`src/sad_pkg.sv`:
```
package sad_pkg;

    // ****************************************************************
    // Register byte offsets
    // ****************************************************************
    localparam logic [11:0] SAD_RESULT_BASE = 12'h000;
    localparam logic [11:0] SAD_CTRL_OFS = 12'h020;
    localparam logic [11:0] SAD_CHEN_OFS = 12'h024;
    localparam logic [11:0] SAD_CMP_OFS = 12'h028;
    localparam logic [11:0] SAD_STATUS_OFS = 12'h02c;
    localparam logic [11:0] SAD_ICLR_OFS = 12'h030;
    localparam logic [11:0] SAD_IEN_OFS = 12'h034;

    // ****************************************************************
    // Field layout
    // ****************************************************************
    localparam int SAD_CH_N = 8;
    localparam int SAD_DIFF_N = 4;
    localparam int SAD_RES_W = 12;
    localparam int SAD_EVT_N = 3;
    localparam logic [2:0] SAD_LAST_CH = 3'h7;
    localparam int SAD_RES_OVR_BIT = 16;
    localparam int SAD_RES_VLD_BIT = 17;
    localparam int SAD_CTRL_EN_BIT = 0;
    localparam int SAD_CTRL_MODE_LSB = 2;
    localparam int SAD_CTRL_TRIG_BIT = 4;
    localparam int SAD_CTRL_DIFF_BIT = 6;
    localparam int SAD_CTRL_SRC_LSB = 8;
    localparam int SAD_CTRL_START_BIT = 11;
    localparam int SAD_CTRL_CAL_BIT = 12;
    localparam int SAD_CMP_EN_BIT = 16;
    localparam int SAD_STAT_BUSY_BIT = 8;
    localparam int SAD_STAT_CAL_BIT = 9;
    localparam int SAD_STAT_VLD_LSB = 16;

    // Interrupt event bit positions
    localparam int SAD_EVT_DONE = 0;
    localparam int SAD_EVT_MATCH = 1;
    localparam int SAD_EVT_CAL = 2;

    // ****************************************************************
    // Modes and channel 7 sources
    // ****************************************************************
    localparam logic [1:0] SAD_MODE_SINGLE = 2'h0;
    localparam logic [1:0] SAD_MODE_SCAN_ONCE = 2'h2;
    localparam logic [1:0] SAD_MODE_SCAN_CONT = 2'h3;
    localparam logic [1:0] SAD_SRC_PIN = 2'h0;
    localparam logic [1:0] SAD_SRC_BANDGAP = 2'h1;
    localparam logic [1:0] SAD_SRC_TEMP = 2'h2;
    localparam logic [1:0] SAD_SRC_GND = 2'h3;

    typedef enum logic [1:0] {
        SAD_IDLE,
        SAD_CAL,
        SAD_START,
        SAD_WAIT
    } sad_state_e;

endpackage : sad_pkg

```
`src/sad_trig_sync.sv`:
```
module sad_trig_sync
    import sad_pkg::*;
(
    input wire logic ref_clk, // Converter clock
    input wire logic reset, // Asynchronous reset, active high
    input wire logic pin, // Raw external trigger pin
    output logic rise_q // One-cycle pulse on a filtered rising edge
);

    typedef struct packed {
        logic s1;
        logic s2;
        logic s3;
        logic level;
        logic rise;
    } sad_sync_s;

    sad_sync_s q;
    sad_sync_s d;

    always_comb begin
        d = q;
        d.s1 = pin;
        d.s2 = q.s1;
        d.s3 = q.s2;
        d.rise = 1'b0;
        // A change counts only once the second and third stages agree
        if (q.s2 == q.s3) begin
            d.level = q.s3;
            d.rise = q.s3 & ~q.level;
        end
    end

    always_ff @(posedge ref_clk or posedge reset) begin
        if (reset) begin
            q <= '0;
        end else begin
            q <= d;
        end
    end

    assign rise_q = q.rise;

endmodule // sad_trig_sync

```
`src/sad_sequencer.sv`:
```
// Overview of operation
// RL1 - Sequence 12-bit converter over eight channels
// RL2 - Eight single-ended or four differential pairs
// RL3 - Single mode converts one channel, stops
// RL4 - Single-cycle scan: enabled channels low-to-high once
// RL5 - Continuous scan repeats until software halts
// RL6 - Writing start bit one begins conversion
// RL7 - External trigger pin can also start
// RL8 - Per-channel result with valid and overrun
// RL9 - Equal compare match raises enabled interrupt
// RL10 - Channel 7 selects one of four sources
// RL11 - Self-calibration sequence before normal conversions
// RL12 - Valid set on write, cleared on read
// RL13 - Start bit holds while busy, self-clears
//
// Local design decisions: the APB register port and the address map.
module sad_sequencer
    import sad_pkg::*;
(
    input wire logic ref_clk, // Converter clock, 10 MHz
    input wire logic reset, // Asynchronous reset, active high
    input wire logic psel, // APB select
    input wire logic penable, // APB enable
    input wire logic pwrite, // APB direction
    input wire logic [11:0] paddr, // APB byte address
    input wire logic [31:0] pwdata, // APB write data
    output logic [31:0] prdata, // APB read data
    output logic pready, // APB ready
    output logic pslverr, // APB error on unmapped address
    input wire logic external_trigger_pin, // External start pin
    output logic adc_go, // One-cycle start pulse to the analog core
    output logic [2:0] adc_chan, // Channel or pair under conversion
    output logic adc_diff, // Differential pair mode
    output logic [1:0] adc_ch7_src, // Channel 7 source select
    input wire logic adc_done, // Core result ready, one-cycle pulse
    input wire logic [11:0] adc_result, // Core result, valid with adc_done
    output logic cal_go, // One-cycle calibration start pulse
    input wire logic cal_done, // Calibration finished, one-cycle pulse
    output logic irq // Level interrupt
);

    typedef struct packed {
        sad_state_e state;
        logic en;
        logic [1:0] mode;
        logic trig_en;
        logic diff;
        logic [1:0] ch7_src;
        logic start;
        logic cal;
        logic [SAD_CH_N-1:0] chen;
        logic [SAD_RES_W-1:0] cmp_val;
        logic cmp_en;
        logic [SAD_CH_N-1:0][SAD_RES_W-1:0] res;
        logic [SAD_CH_N-1:0] valid;
        logic [SAD_CH_N-1:0] ovr;
        logic [SAD_EVT_N-1:0] ists;
        logic [SAD_EVT_N-1:0] ien;
        logic [2:0] cur;
        logic adc_go;
        logic cal_go;
        logic pready;
        logic [31:0] prdata;
        logic pslverr;
        logic irq;
    } sad_seq_s;

    sad_seq_s q;
    sad_seq_s d;
    logic trig_rise;

    // ****************************************************************
    // External trigger conditioning
    // ****************************************************************
    sad_trig_sync u_trig (
        .ref_clk(ref_clk),
        .reset(reset),
        .pin(external_trigger_pin),
        .rise_q(trig_rise)
    );

    // Lowest enabled channel at or above 'from'; bit 3 of the answer flags a hit
    // Priority falls to the lowest index because the loop runs downward
    function automatic logic [3:0] next_chan(input logic [SAD_CH_N-1:0] en,
                                             input logic [3:0] from);
        logic [3:0] r;
        r = '0;
        for (int i = SAD_CH_N - 1; i >= 0; i--) begin
            if (en[i] && (4'(i) >= from)) begin
                r = {1'b1, 3'(i)};
            end
        end
        return r;
    endfunction

    // Register read mux, for a mapped address only
    function automatic logic [31:0] rd_mux(input sad_seq_s s, input logic [11:0] a);
        logic [31:0] r;
        r = '0;
        if (a < SAD_CTRL_OFS) begin
            r[SAD_RES_W-1:0] = s.res[a[4:2]];
            r[SAD_RES_OVR_BIT] = s.ovr[a[4:2]];
            r[SAD_RES_VLD_BIT] = s.valid[a[4:2]];
        end else if (a == SAD_CTRL_OFS) begin
            r[SAD_CTRL_EN_BIT] = s.en;
            r[SAD_CTRL_MODE_LSB +: 2] = s.mode;
            r[SAD_CTRL_TRIG_BIT] = s.trig_en;
            r[SAD_CTRL_DIFF_BIT] = s.diff;
            r[SAD_CTRL_SRC_LSB +: 2] = s.ch7_src;
            r[SAD_CTRL_START_BIT] = s.start;
            r[SAD_CTRL_CAL_BIT] = s.cal;
        end else if (a == SAD_CHEN_OFS) begin
            r[SAD_CH_N-1:0] = s.chen;
        end else if (a == SAD_CMP_OFS) begin
            r[SAD_RES_W-1:0] = s.cmp_val;
            r[SAD_CMP_EN_BIT] = s.cmp_en;
        end else if (a == SAD_STATUS_OFS) begin
            r[SAD_EVT_N-1:0] = s.ists;
            r[SAD_STAT_BUSY_BIT] = s.start;
            r[SAD_STAT_CAL_BIT] = s.cal;
            r[SAD_STAT_VLD_LSB +: SAD_CH_N] = s.valid;
        end else if (a == SAD_IEN_OFS) begin
            r[SAD_EVT_N-1:0] = s.ien;
        end
        return r;
    endfunction

    always_comb begin
        logic hit;
        logic xfer;
        logic wr;
        logic rd_res;
        logic kick;
        logic halt;
        logic [SAD_CH_N-1:0] usable;
        logic [3:0] nx;
        logic [2:0] ridx;
        hit = 1'b0;
        xfer = 1'b0;
        wr = 1'b0;
        rd_res = 1'b0;
        kick = 1'b0;
        halt = 1'b0;
        usable = '0;
        nx = '0;
        ridx = '0;
        d = q;
        d.adc_go = 1'b0;
        d.cal_go = 1'b0;

        // ************************************************************
        // APB slave: one wait state, so read data comes from a flop
        // ************************************************************
        // Unaligned or unmapped addresses answer with an error and change nothing
        hit = (paddr[1:0] == 2'h0) && ((paddr < SAD_ICLR_OFS) || (paddr == SAD_ICLR_OFS) ||
              (paddr == SAD_IEN_OFS));
        xfer = psel & penable & q.pready;
        wr = xfer & pwrite & hit;
        rd_res = xfer & ~pwrite & hit & (paddr < SAD_CTRL_OFS);
        ridx = paddr[4:2];
        d.pready = psel & penable & ~q.pready;
        d.pslverr = psel & penable & ~q.pready & ~hit;
        d.prdata = (psel & penable & ~q.pready & ~pwrite & hit) ? rd_mux(q, paddr) : '0;

        // Reading a result consumes it
        if (rd_res) begin
            d.valid[ridx] = 1'b0; // RL12
            d.ovr[ridx] = 1'b0;
        end

        if (wr && paddr == SAD_CTRL_OFS) begin
            d.en = pwdata[SAD_CTRL_EN_BIT];
            d.mode = pwdata[SAD_CTRL_MODE_LSB +: 2]; // RL3 RL4 RL5
            d.trig_en = pwdata[SAD_CTRL_TRIG_BIT];
            d.diff = pwdata[SAD_CTRL_DIFF_BIT]; // RL2
            d.ch7_src = pwdata[SAD_CTRL_SRC_LSB +: 2]; // RL10
            if (pwdata[SAD_CTRL_START_BIT]) begin
                kick = 1'b1; // RL6
            end else begin
                halt = 1'b1; // RL5
            end
            if (pwdata[SAD_CTRL_CAL_BIT] && q.state == SAD_IDLE && !q.start) begin
                d.cal = 1'b1;
                d.cal_go = 1'b1;
                d.state = SAD_CAL; // RL11
                kick = 1'b0;
            end
        end
        if (wr && paddr == SAD_CHEN_OFS) begin
            d.chen = pwdata[SAD_CH_N-1:0];
        end
        if (wr && paddr == SAD_CMP_OFS) begin
            d.cmp_val = pwdata[SAD_RES_W-1:0];
            d.cmp_en = pwdata[SAD_CMP_EN_BIT];
        end
        if (wr && paddr == SAD_ICLR_OFS) begin
            d.ists = q.ists & ~pwdata[SAD_EVT_N-1:0];
        end
        if (wr && paddr == SAD_IEN_OFS) begin
            d.ien = pwdata[SAD_EVT_N-1:0];
        end

        if (q.trig_en && trig_rise) begin
            kick = 1'b1; // RL7
        end
        // Disabling the converter stops any conversion in flight
        if (!d.en) begin
            halt = 1'b1;
            kick = 1'b0;
        end

        // In pair mode only the four pair indices take part
        usable = d.diff ? {{(SAD_CH_N-SAD_DIFF_N){1'b0}}, d.chen[SAD_DIFF_N-1:0]} : d.chen; // RL2

        // ************************************************************
        // Conversion sequencer
        // ************************************************************
        unique case (q.state)
            SAD_IDLE: begin
                if (kick && d.state == SAD_IDLE) begin
                    nx = next_chan(usable, 4'h0); // RL4
                    if (nx[3]) begin
                        d.cur = nx[2:0];
                        d.start = 1'b1; // RL13
                        d.state = SAD_START;
                    end else begin
                        d.start = 1'b0;
                    end
                end
            end
            SAD_CAL: begin
                // Calibration cannot be aborted; the core must finish it
                if (cal_done) begin
                    d.cal = 1'b0;
                    d.ists[SAD_EVT_CAL] = 1'b1;
                    d.state = SAD_IDLE;
                end
            end
            SAD_START: begin
                d.adc_go = 1'b1; // RL1
                d.state = SAD_WAIT;
            end
            SAD_WAIT: begin
                if (adc_done) begin
                    d.res[q.cur] = adc_result; // RL8
                    // Unread old result replaced, unless read this very cycle
                    d.ovr[q.cur] = (q.ovr[q.cur] | q.valid[q.cur]) &
                                   ~(rd_res && ridx == q.cur); // RL12
                    d.valid[q.cur] = 1'b1; // RL12
                    if (q.cmp_en && adc_result == q.cmp_val) begin
                        d.ists[SAD_EVT_MATCH] = 1'b1; // RL9
                    end
                    nx = '0;
                    if ((q.mode inside {SAD_MODE_SCAN_ONCE, SAD_MODE_SCAN_CONT}) &&
                        q.cur != SAD_LAST_CH) begin
                        nx = next_chan(usable, {1'b0, q.cur} + 4'h1); // RL4
                    end
                    if (!nx[3] && q.mode == SAD_MODE_SCAN_CONT) begin
                        nx = next_chan(usable, 4'h0); // RL5
                        d.ists[SAD_EVT_DONE] = 1'b1;
                    end
                    if (nx[3]) begin
                        d.cur = nx[2:0];
                        d.state = SAD_START;
                    end else begin
                        d.start = 1'b0; // RL13 RL3
                        d.ists[SAD_EVT_DONE] = 1'b1;
                        d.state = SAD_IDLE;
                    end
                end
            end
        endcase

        // Checked on the next state so that a calibration request is not
        // cancelled by the halt that its own start-bit-clear write raises
        if (halt && d.state != SAD_CAL) begin
            d.start = 1'b0;
            d.state = SAD_IDLE;
        end

        d.irq = |(d.ists & d.ien); // RL9
    end

    // ****************************************************************
    // Register stage
    // ****************************************************************
    // Reset leaves the sequencer idle in single mode with channel 7 on its pin
    always_ff @(posedge ref_clk or posedge reset) begin
        if (reset) begin
            q <= '{state: SAD_IDLE, ch7_src: SAD_SRC_PIN, mode: SAD_MODE_SINGLE, default: '0};
        end else begin
            q <= d;
        end
    end

    // ****************************************************************
    // Outputs
    // ****************************************************************
    // Every output comes straight from a flop of the state record
    assign prdata = q.prdata;
    assign pready = q.pready;
    assign pslverr = q.pslverr;
    assign adc_go = q.adc_go;
    assign adc_chan = q.cur; // RL1
    assign adc_diff = q.diff;
    assign adc_ch7_src = q.ch7_src; // RL10
    assign cal_go = q.cal_go;
    assign irq = q.irq;

endmodule // sad_sequencer

```
`config.mk`:
```
export PLATFORM = sky130hd
export DESIGN_NAME = sad_sequencer
export DESIGN_NICKNAME = d
export VERILOG_FILES = /design/src/sad_pkg.sv /design/src/sad_trig_sync.sv /design/src/sad_sequencer.sv
export SDC_FILE = /design/constraint.sdc
export NUM_CORES = 1
export LEC_CHECK = 0
export ABC_CLOCK_PERIOD_IN_PS = 9300
export BUFFER_PORTS_ARGS = -buffer_cell sky130_fd_sc_hd__buf_2
export CELL_PAD_IN_SITES_DETAIL_PLACEMENT = 0
export CELL_PAD_IN_SITES_GLOBAL_PLACEMENT = 1
export CORE_ASPECT_RATIO = 1.25
export CORE_MARGIN = 2
export CORE_UTILIZATION = 41
export DETAILED_ROUTE_END_ITERATION = 12
export PLACE_DENSITY = 0.79
export SETUP_SLACK_MARGIN = 0.5
export SYNTH_ARGS = -nofsm -noshare
export SYNTH_HDL_FRONTEND = slang
export SYNTH_SLANG_ARGS = --single-unit
export TNS_END_PERCENT = 10
```
`constraint.sdc`:
```
create_clock -name ref_clk -period 9.3 [get_ports ref_clk]
set_input_delay 2.325 -clock ref_clk [delete_from_list [all_inputs] [get_ports ref_clk]]
set_output_delay 2.325 -clock ref_clk [all_outputs]
set_load 0.05 [all_outputs]
```
==> impl_results.rst, run 1 <==
.. list-table::
   :header-rows: 1

   * - Metric
     - Value
   * - Clock latency on the worst-skew pair
     - 440 ps
   * - Sequential cell fraction of total power
     - 49.0%
   * - First-pass GRT wire length
     - 40200 um
   * - Number of setup violations in the final report
     - 0
   * - Clock root buffer master
     - sky130_fd_sc_hd__clkbuf_16
   * - Top fanout value on the critical path
     - 57
   * - Crit path max-delay cell type
     - sky130_fd_sc_hd__and4_1
   * - Synth-to-layout area growth
     - 9.88%
   * - Gr usage total
     - 21.6%
   * - Post-synthesis cell type with the largest combined area
     - sky130_fd_sc_hd__dfrtp_1
   * - Most common cell after layout, fill and taps aside
     - sky130_fd_sc_hd__nand2_1
   * - WS Path Type
     - in -> reg
   * - Least-Margin Pin Slew
     - 1110 ps
   * - Pin count of the biggest net entering global routing
     - 128
   * - Clock-pin transition on the worst setup and hold timing paths
     - 70 ps
   * - Startpoint type of the worst setup path
     - input port
   * - Result of the run
     - completed
   * - Average footprint of a synthesized cell
     - 10.4 sq um
   * - Max-Slew Margin vs Limit
     - 25.4%
   * - Total negative setup slack
     - 0 ps
   * - Worst hold slack
     - 359 ps
   * - TritonCTS Buffers
     - 17
   * - 1st-pass router iterations
     - 6
   * - Area enclosed by the die boundary
     - 0.0245 sq mm
   * - Commonest register cell after synthesis
     - sky130_fd_sc_hd__dfrtp_1
   * - Number of top-level pins
     - 107
   * - Worst endpoint required time
     - 9630 ps
   * - Cell area power density
     - 156 mW/mm^2
   * - Count of state elements after synthesis
     - 184
   * - Largest cells by area after synthesis
     - sky130_fd_sc_hd__dfrtp_1 48%, sky130_fd_sc_hd__nand2_1 8.4%, sky130_fd_sc_hd__mux2_2 8.3%, sky130_fd_sc_hd__mux4_2 6.8%, sky130_fd_sc_hd__mux2i_1 3.4%
   * - Fraction of power spent switching nets
     - 25.4%
   * - Core area
     - 0.0229 sq mm
   * - Final min period
     - 5300 ps
   * - Synthesized cell area
     - 0.00954 sq mm
   * - Family with the most delay on the worst path
     - simple AND/OR/NAND/NOR gates
   * - Vias in the first global route
     - 6935
   * - CTS Hold Bufs
     - 0
   * - Cell-internal power
     - 1220 uW
   * - Cell count after synthesis
     - 917
   * - Critical-path cell list
     - buf_2, buf_4, nor4bb_1, and4_1, mux2i_1, inv_2, o211ai_1, nand2b_1, a22o_1, a31oi_4, mux2_1
   * - Largest voltage drop on the vdd net
     - 0.0958 mV
   * - Post-route DRC violation count
     - 0
   * - Max Fclk
     - 189 MHz
   * - Nets
     - 1001
   * - Antenna violations before repair
     - 0
   * - Commonest cells after routing, fill and taps aside
     - 213 x sky130_fd_sc_hd__nand2_1, 184 x sky130_fd_sc_hd__dfrtp_1, 77 x sky130_fd_sc_hd__buf_2
   * - Horiz. Die Dim
     - 140 um
   * - Share of the clock period used by the worst path after layout
     - 57.0%
   * - Post-synthesis sequential area ratio
     - 48.3%
   * - TritonCTS clock tree
     - built
   * - Max clock buf depth
     - 2
   * - Total wirelength of the detailed-routed design
     - 25600 um
   * - Final Power
     - 1640 uW
   * - Signal arrival time at the worst endpoint
     - 5620 ps
   * - CTS sink cnt
     - 184
   * - ANT nets after route
     - 0
   * - Number of placement rows
     - 62
   * - Total count of max-transition violations in the final report
     - 0
   * - Number of buffer and inverter stages on the critical path
     - 3
   * - Number of violations reported at the end of detailed-routing iteration 0
     - 496
   * - Power share of the combinational group
     - 5.4%
   * - Portion of total power attributed to the clock network
     - 45.5%
   * - HPWL after detailed placement
     - 17300 um
   * - Drt wl/cell
     - 20.8 um
   * - Leakage power
     - 0.00513 uW
   * - Setup WS pre-CTS
     - 3580 ps
   * - Switching power
     - 416 uW
   * - Final clock skew
     - 11.9 ps
   * - Share of the synthesized area in the top cell type
     - 48.3%
   * - Worst Setup Slack, final
     - 4000 ps
   * - Max cap viols
     - 0
   * - H-tree levels
     - 4
   * - Critical Path Sink Type
     - register
   * - Post-synthesis async set-or-reset flop share
     - 100%
   * - Unrepaired setup endpoints after global routing
     - no
   * - Mean number of vias per cell
     - 5.58
   * - Longest individual stage delay on the worst path
     - 520 ps
   * - Detailed-route via count
     - 6887
   * - Setup Fix Bufs, Post-CTS
     - 0
   * - Fraction of final layout cells with drive strength greater than 1
     - 24.2%
   * - Hold Fails Final Rpt
     - 0
   * - Worst hold-check path type
     - reg -> reg
   * - Ys Warns
     - 0
   * - Placer congestion estimate
     - 0.850
   * - Die Ht
     - 175 um
   * - Global route total overflow
     - 0
   * - Number of enable-type register cells in the synthesized netlist
     - 0
   * - Number of library cell types mapped by synthesis
     - 68
   * - Quantity of gates resized following cts
     - 0
   * - IO buf count
     - 77
   * - Total inserted antenna cells
     - 0
   * - Starting Density
     - 41.7%
[cells by family after synthesis]
logic type      after synthesis  share of synthesized area, %
compound gates              102                          7.24
mux                         134                          18.9
flops                       184                          48.3
fa+ha+maj                     4                         0.525
buf+inv                     111                          5.97
simple gates                366                          17.7
xor+xnor                     15                          1.38
other cells                   1                        0.0393
[per-stage QoR]
step,cells,util [%],area [sq um]
finish,1234,45.8,10500
global route,1234,45.8,10500
CTS,1234,45.8,10500
detailed placement,1202,43.1,9870
global placement,1202,43.1,9870
floorplan,927,-,9570
[power groups by stage]
stage	Combinational, uW	Clock (uW)	Sequential, uW
floorplan	61.2	0	820
global placement	90.1	0	819
detailed placement	90.5	0	819
CTS	90.7	758	803
global route	98.0	794	803
finish	89.2	746	803
[cell usage after synthesis (all sizes together) (3+ instances only)]
cell,count
o22a,4
o22ai,5
nand3,20
and2,7
nor4bb,3
o211ai,5
inv,15
xnor2,15
a22oi,4
nor2,46
nand4,9
mux2i,32
mux2,73
and3,9
buf,51
o21a,3
a31oi,5
nor4,9
nor3,17
o21ai,28
nor2b,6
dfrtp,184
and4,4
a21oi,24
or4,3
nand2b,9
mux4,29
clkbuf,45
o31ai,4
nand3b,3
nand2,213
ha,4
a22o,3
[layer usage]
| layer | global-route usage [%] | up-vias | wire length [um] |
|---|---|---|---|
| met2 | 36.5 | 195 | 12800 |
| met5 | 0 | - | 0 |
| met4 | 9.22 | 0 | 861 |
| met1 | 27.6 | 3457 | 10900 |
| met3 | 3.39 | 47 | 993 |
| li1 | - | 3188 | - |
[final timing paths]
kind,startpoint,to,slack (ps),depth (start not counted)
max reg2reg,adc_chan[0],adc_chan[0],5810,10
min in group asynchronous,reset,prdata[17],2030,2
min reg2reg,u_trig.d[3],u_trig.d[2],360,0
min,u_trig.d[3],u_trig.d[2],360,0
max,paddr[2],adc_chan[0],4000,11
max in group asynchronous,reset,u_trig.d[3],5960,3
[flip-flops by register name (all words and copies together) (netlist names)]
| name | flops |
|---|---|
| u_trig.q | 2 |
| adc_ch7_src | 2 |
| prdata | 21 |
| pready | 1 |
| adc_diff | 1 |
| q | 147 |
| pslverr | 1 |
| u_trig.rise_q | 1 |
| cal_go | 1 |
| u_trig.d | 2 |
| irq | 1 |
| adc_chan | 3 |
| adc_go | 1 |
[area by class of cell]
type	instances	area [sq um]
clock inverter	13	151
tap	288	360
fill	2138	12400
multi-input combinational	632	4420
clock buffer	19	453
sequential	184	4600
timing repair buffer	83	430
inverter	15	63.8
No activity file was read; power rests on OpenSTA's default activity.
==> run 2: changes to the inputs <==
Settings changed: ABC_CLOCK_PERIOD_IN_PS 9300 to 4850, PLACE_DENSITY 0.79 to 0.82.
Clock period 9.3 ns to 4.85 ns, I/O delays scaled along.
==> run 2 against run 1 <==
Against the previous run:
- via count is 1.1% higher
- largest power group unchanged
- first-iteration DRC count up 2.0%
- largest cell class unchanged
- core utilization up 0.15 points
- die area stayed put
- power rose by 86%
- critical path type unchanged
==> impl_results.rst, run 2 (synthesized netlist as in run 1, its figures left out) <==
.. list-table::
   :header-rows: 1

   * - Metric
     - Value
   * - Total wirelength of the detailed-routed design
     - 25300 um
   * - Worst endpoint required time
     - 5170 ps
   * - Hold Fails Final Rpt
     - 0
   * - Critical Path Sink Type
     - register
   * - Reg2Reg Capture Point
     - adc_chan[0]
   * - Worst Reg-to-Reg Cells
     - 10
   * - Final min period
     - 3790 ps
   * - Number of standard cells in the layout, taps in and fillers out
     - 1241
   * - Synth-to-layout area growth
     - 10.2%
   * - H-tree levels
     - 4
   * - Cell area power density
     - 290 mW/mm^2
   * - Total count of max-transition violations in the final report
     - 0
   * - Top fanout value on the critical path
     - 20
   * - HPWL after detailed placement
     - 17400 um
   * - Antenna violations before repair
     - 0
   * - Max Fclk
     - 264 MHz
   * - WS Path Type
     - in -> reg
   * - TritonCTS clock tree
     - built
   * - Worst hold slack
     - 349 ps
   * - Total negative setup slack
     - 0 ps
   * - 1st-pass router iterations
     - 5
   * - Setup Fix Bufs, Post-CTS
     - 0
   * - Global route total overflow
     - 0
   * - Number of violations reported at the end of detailed-routing iteration 0
     - 506
   * - ANT nets after route
     - 0
   * - Result of the run
     - completed
   * - Fraction of final layout cells with drive strength greater than 1
     - 24.8%
   * - TritonCTS Buffers
     - 17
   * - Largest register by flop count
     - q
   * - Max clock buf depth
     - 2
   * - Total inserted antenna cells
     - 0
   * - Number of placement rows
     - 62
   * - Share of the clock period used by the worst path after layout
     - 78.2%
   * - Nets
     - 1008
   * - Placer congestion estimate
     - 0.881
   * - Leakage power
     - 0.00514 uW
   * - Largest voltage drop on the vdd net
     - 0.218 mV
   * - Family with the most delay on the worst path
     - simple AND/OR/NAND/NOR gates
   * - Most common cell after layout, fill and taps aside
     - sky130_fd_sc_hd__nand2_1
   * - Worst hold-check path type
     - reg -> reg
   * - Mean number of vias per cell
     - 5.61
   * - Final clock skew
     - 11.0 ps
   * - Drt wl/cell
     - 20.4 um
   * - Crit path max-delay cell type
     - sky130_fd_sc_hd__or4_4
   * - Slack of the worst reg-to-reg path
     - 1630 ps
   * - Hold Path Depth
     - 0
   * - IO buf count
     - 77
   * - Pin count of the biggest net entering global routing
     - 95
   * - Final Power
     - 3050 uW
   * - Longest individual stage delay on the worst path
     - 560 ps
   * - Startpoint type of the worst setup path
     - input port
   * - Die Ht
     - 175 um
   * - Commonest cells after routing, fill and taps aside
     - 213 x sky130_fd_sc_hd__nand2_1, 184 x sky130_fd_sc_hd__dfrtp_1, 77 x sky130_fd_sc_hd__buf_2
   * - Horiz. Die Dim
     - 140 um
   * - Detailed-route via count
     - 6966
   * - Max cap viols
     - 0
   * - Clock-pin transition on the worst setup and hold timing paths
     - 70 ps
   * - Max-Slew Margin vs Limit
     - 27.3%
   * - Signal arrival time at the worst endpoint
     - 4110 ps
   * - Multi-input gate area
     - 0.00442 sq mm
   * - Clock root buffer master
     - sky130_fd_sc_hd__clkbuf_16
   * - Hold wc startpoint
     - u_trig.d[3]
   * - Starting Density
     - 41.7%
   * - Least-Margin Pin Slew
     - 1090 ps
   * - First-pass GRT wire length
     - 40300 um
   * - Critical-path cell list
     - buf_2, or4_4, nor4_4, buf_4, mux2_2, a21boi_1, nor3_1, o31ai_4, a31oi_4, mux2_1
   * - Core area
     - 0.0229 sq mm
   * - CTS Hold Bufs
     - 0
   * - Layout fillers
     - 2142
   * - Gr usage total
     - 21.4%
   * - Vias in the first global route
     - 6964
   * - Area enclosed by the die boundary
     - 0.0245 sq mm
   * - Number of setup violations in the final report
     - 0
   * - CTS sink cnt
     - 184
   * - Number of buffer and inverter stages on the critical path
     - 2
   * - Flip-flop count of the largest register, all copies and words added
     - 147
   * - Clock latency on the worst-skew pair
     - 430 ps
   * - Placed instance count
     - 1209
   * - R2r startpoint
     - adc_chan[1]
   * - Unrepaired setup endpoints after global routing
     - no
   * - Number of top-level pins
     - 107
   * - Post-route DRC violation count
     - 0
   * - Quantity of gates resized following cts
     - 0
   * - Worst hold endpoint
     - u_trig.d[2]
   * - FF/Latch Area
     - 0.00460 sq mm
[run 2: cell types whose count changed in the layout (fill, tap and decap cells not counted), sizes merged]
cell	change
buf	+7
bufinv	-1
clkinv	+1
clkinvlp	+3
inv	-3
[run 2: worst max-delay path by stage]
stage | start | end | slack (ps) | cells after the start
6_report | paddr[9] | adc_chan[0] | 1060 | 10
5_1_grt | paddr[9] | adc_chan[0] | 870 | 9
4_1_cts | paddr[9] | adc_chan[0] | 1070 | 10
3_5_place_dp | paddr[9] | adc_chan[0] | 630 | 10
3_3_place_gp | paddr[9] | adc_chan[0] | 610 | 10
2_1_floorplan | paddr[1] | adc_chan[0] | 1120 | 9
[run 2: worst reg2reg max path, cell delays in order, from the launching register on]
cell	delay [ps]
sky130_fd_sc_hd__dfrtp_1	710
sky130_fd_sc_hd__ha_1	320
sky130_fd_sc_hd__ha_1	310
sky130_fd_sc_hd__and3b_1	240
sky130_fd_sc_hd__a21oi_1	120
sky130_fd_sc_hd__mux2i_1	110
sky130_fd_sc_hd__a21boi_1	170
sky130_fd_sc_hd__nor3_1	390
sky130_fd_sc_hd__o31ai_4	160
sky130_fd_sc_hd__a31oi_4	250
sky130_fd_sc_hd__mux2_1	340
[run 2: area by class of cell]
type | instances | area share (%)
Clock inverter | 13 | 1.06
Tap cell | 288 | 3.43
Clock buffer | 19 | 4.31
Multi-Input combinational cell | 632 | 42.0
Inverter | 15 | 0.571
Timing Repair Buffer | 90 | 4.83
Sequential cell | 184 | 43.8
[run 2: layer usage]
| metal | track usage (%) | wire, um | vias up |
|---|---|---|---|
| li1 | - | - | 3191 |
| met1 | 27.6 | 10400 | 3533 |
| met2 | 35.7 | 12900 | 194 |
| met3 | 3.55 | 1130 | 48 |
| met4 | 8.96 | 862 | 0 |
| met5 | 0 | 0 | - |
[run 2: power by group]
group	internal, uW	total (uW)	switching [uW]
registers	1540	1540	2.50
clock network	698	1330	636
logic	47.1	175	128
[run 2: through the flow]
stage,setup slack [ps],instance area [sq um],util (%)
2_1_floorplan,1120,9580,-
6_report,1060,10500,45.9
3_5_place_dp,633,9950,43.5
5_1_grt,867,10500,45.9
4_1_cts,1070,10500,45.9
3_3_place_gp,613,9950,43.5
==> run 3: changes to the inputs <==
Settings changed: ABC_CLOCK_PERIOD_IN_PS 4850 to 3400.
Clock period 4.85 ns to 3.4 ns, I/O delays scaled along.
==> run 3 against run 2 <==
Against the previous run:
- power increased by 48%
- flip-flop and latch count unchanged
- highest routed layer unchanged
- final cell count increased by 4.4%
- setup slack got worse by 800 ps
- worst hold slack better by 3.9 ps
- count of clock-buffer cells in the layout increased by 4
- critical path depth stayed put
- die area unchanged
- sequential power rose by 43%
==> impl_results.rst, run 3 (synthesized netlist as in run 1, its figures left out) <==
.. list-table::
   :header-rows: 1

   * - Metric
     - Value
   * - Final instance area
     - 0.0110 sq mm
   * - Total wirelength of the detailed-routed design
     - 26700 um
   * - Antenna violations before repair
     - 1
   * - Horiz. Die Dim
     - 140 um
   * - 1st-pass router iterations
     - 5
   * - Number of setup violations in the final report
     - 0
   * - Global route total overflow
     - 0
   * - Worst hold-check path type
     - reg -> reg
   * - Number of placement rows
     - 62
   * - HPWL after detailed placement
     - 18700 um
   * - Unrepaired setup endpoints after global routing
     - yes
   * - Die Ht
     - 175 um
   * - Startpoint type of the worst setup path
     - input port
   * - Placed instance count
     - 1261
   * - Detailed-route via count
     - 7286
   * - Clock-pin transition on the worst setup and hold timing paths
     - 70 ps
   * - Max cap viols
     - 0
   * - Final min period
     - 3140 ps
   * - Final clock skew
     - 11.6 ps
   * - Hold Fails Final Rpt
     - 0
   * - Total count of max-transition violations in the final report
     - 0
   * - Worst Setup Slack, final
     - 264 ps
   * - First-pass GRT wire length
     - 42500 um
   * - Fraction of final layout cells with drive strength greater than 1
     - 29.5%
   * - Synth-to-layout area growth
     - 15.9%
   * - Gr usage total
     - 22.6%
   * - Placer congestion estimate
     - 0.869
   * - Number of top-level pins
     - 107
   * - Number of standard cells in the layout, taps in and fillers out
     - 1296
   * - Slack of the worst reg-to-reg path
     - 570 ps
   * - Result of the run
     - completed
   * - Core area
     - 0.0229 sq mm
   * - Critical Path Sink Type
     - register
   * - Max clock buf depth
     - 2
   * - H-tree levels
     - 4
   * - Clock root buffer master
     - sky130_fd_sc_hd__clkbuf_16
   * - Flip-flop count of the largest register, all copies and words added
     - 147
   * - WS Path Type
     - in -> reg
   * - Least-Margin Pin Slew
     - 811 ps
   * - Final Core Density
     - 48.3%
   * - Max Fclk
     - 319 MHz
   * - Number of violations reported at the end of detailed-routing iteration 0
     - 562
   * - Commonest cells after routing, fill and taps aside
     - 213 x sky130_fd_sc_hd__nand2_1, 184 x sky130_fd_sc_hd__dfrtp_1, 75 x sky130_fd_sc_hd__buf_2
   * - Top fanout value on the critical path
     - 8
   * - Largest register by flop count
     - q
   * - Post-route DRC violation count
     - 0
   * - Area enclosed by the die boundary
     - 0.0245 sq mm
   * - IO buf count
     - 77
   * - Post-detailed-placement cell area
     - 0.0104 sq mm
   * - Clock latency on the worst-skew pair
     - 430 ps
   * - Cell area power density
     - 408 mW/mm^2
   * - TritonCTS Buffers
     - 17
   * - Signal arrival time at the worst endpoint
     - 3460 ps
   * - Pin count of the biggest net entering global routing
     - 56
   * - Leakage power
     - 0.00546 uW
   * - TritonCTS clock tree
     - built
   * - Nets
     - 1064
   * - CTS sink cnt
     - 184
   * - Largest voltage drop on the vdd net
     - 0.352 mV
   * - Vias in the first global route
     - 7508
   * - Worst endpoint required time
     - 3720 ps
   * - Share of the clock period used by the worst path after layout
     - 92.2%
   * - Most common cell after layout, fill and taps aside
     - sky130_fd_sc_hd__nand2_1
   * - Max-Slew Margin vs Limit
     - 45.9%
   * - ANT nets after route
     - 0
   * - Setup WS pre-CTS
     - -276 ps
   * - Starting Density
     - 41.7%
   * - Mean number of vias per cell
     - 5.62
   * - Drt wl/cell
     - 20.6 um
## run 3: cell count changes in the layout (fill, tap and decap cells not counted), sizes merged
cell      change
clkbuf        +4
bufinv        +3
clkinvlp      -3
diode         +1
buf          +56
inv           -5
clkinv        -1
## run 3: routing by layer
layer | wire [um] | global-route usage (%)
met1 | 11200 | 29.1
met2 | 13500 | 37.9
met3 | 962 | 3.31
met4 | 1020 | 10.4
met5 | 0 | 0
## run 3: layout make-up
class                           instances  area [sq um]
Clock inverter                          7           118
Tap cell                              288           360
Multi-Input combinational cell        632          4470
Fill cell                            2130         11800
Timing Repair Buffer                  146           961
Antenna cell                            1          2.50
Inverter                               15          60.1
Clock buffer                           23           478
Sequential cell                       184          4600
## run 3: what timing repair did
action                                  CTS  global route
pin swaps                                10             0
gates resized for setup                  15             0
setup buffers                             4             0
endpoints found under the setup margin    7             7
hold buffers                              0             0
## run 3: per-stage QoR
step                      hold slack, ps  power (uW)  TNS (ps)
after floorplan                      331        2410         0
after detailed placement             345        2510     -1450
final                                353        4510         0
after global placement               333        2510     -1410
after global routing                 363        4660         0
after CTS                            360        4550         0
## run 3: critical path, cell delays in order
cell and delay (ps):
sky130_fd_sc_hd__buf_6 90, sky130_fd_sc_hd__or4_4 550, sky130_fd_sc_hd__nor4_4 310, sky130_fd_sc_hd__buf_6 180
sky130_fd_sc_hd__mux2_4 310, sky130_fd_sc_hd__o211ai_1 270, sky130_fd_sc_hd__nand2b_1 130, sky130_fd_sc_hd__a22o_1 230
sky130_fd_sc_hd__a31oi_4 210, sky130_fd_sc_hd__mux2_4 320
## run 3: path summary, 6_finish.rpt
kind | from | to | depth (start not counted)
max in group asynchronous | reset | q[74] | 3
max | paddr[6] | adc_chan[0] | 10
min reg2reg | u_trig.d[3] | u_trig.d[2] | 0
min | u_trig.d[3] | u_trig.d[2] | 0
max reg2reg | adc_chan[0] | irq | 10
min in group asynchronous | reset | prdata[16] | 2
## run 3: report_power, final
group	total (uW)	switching (uW)	internal (uW)	leakage, uW
Combinational	276	190	85.7	0.00263
Clock	2040	829	1210	0.000293
Sequential	2200	3.77	2190	0.00254
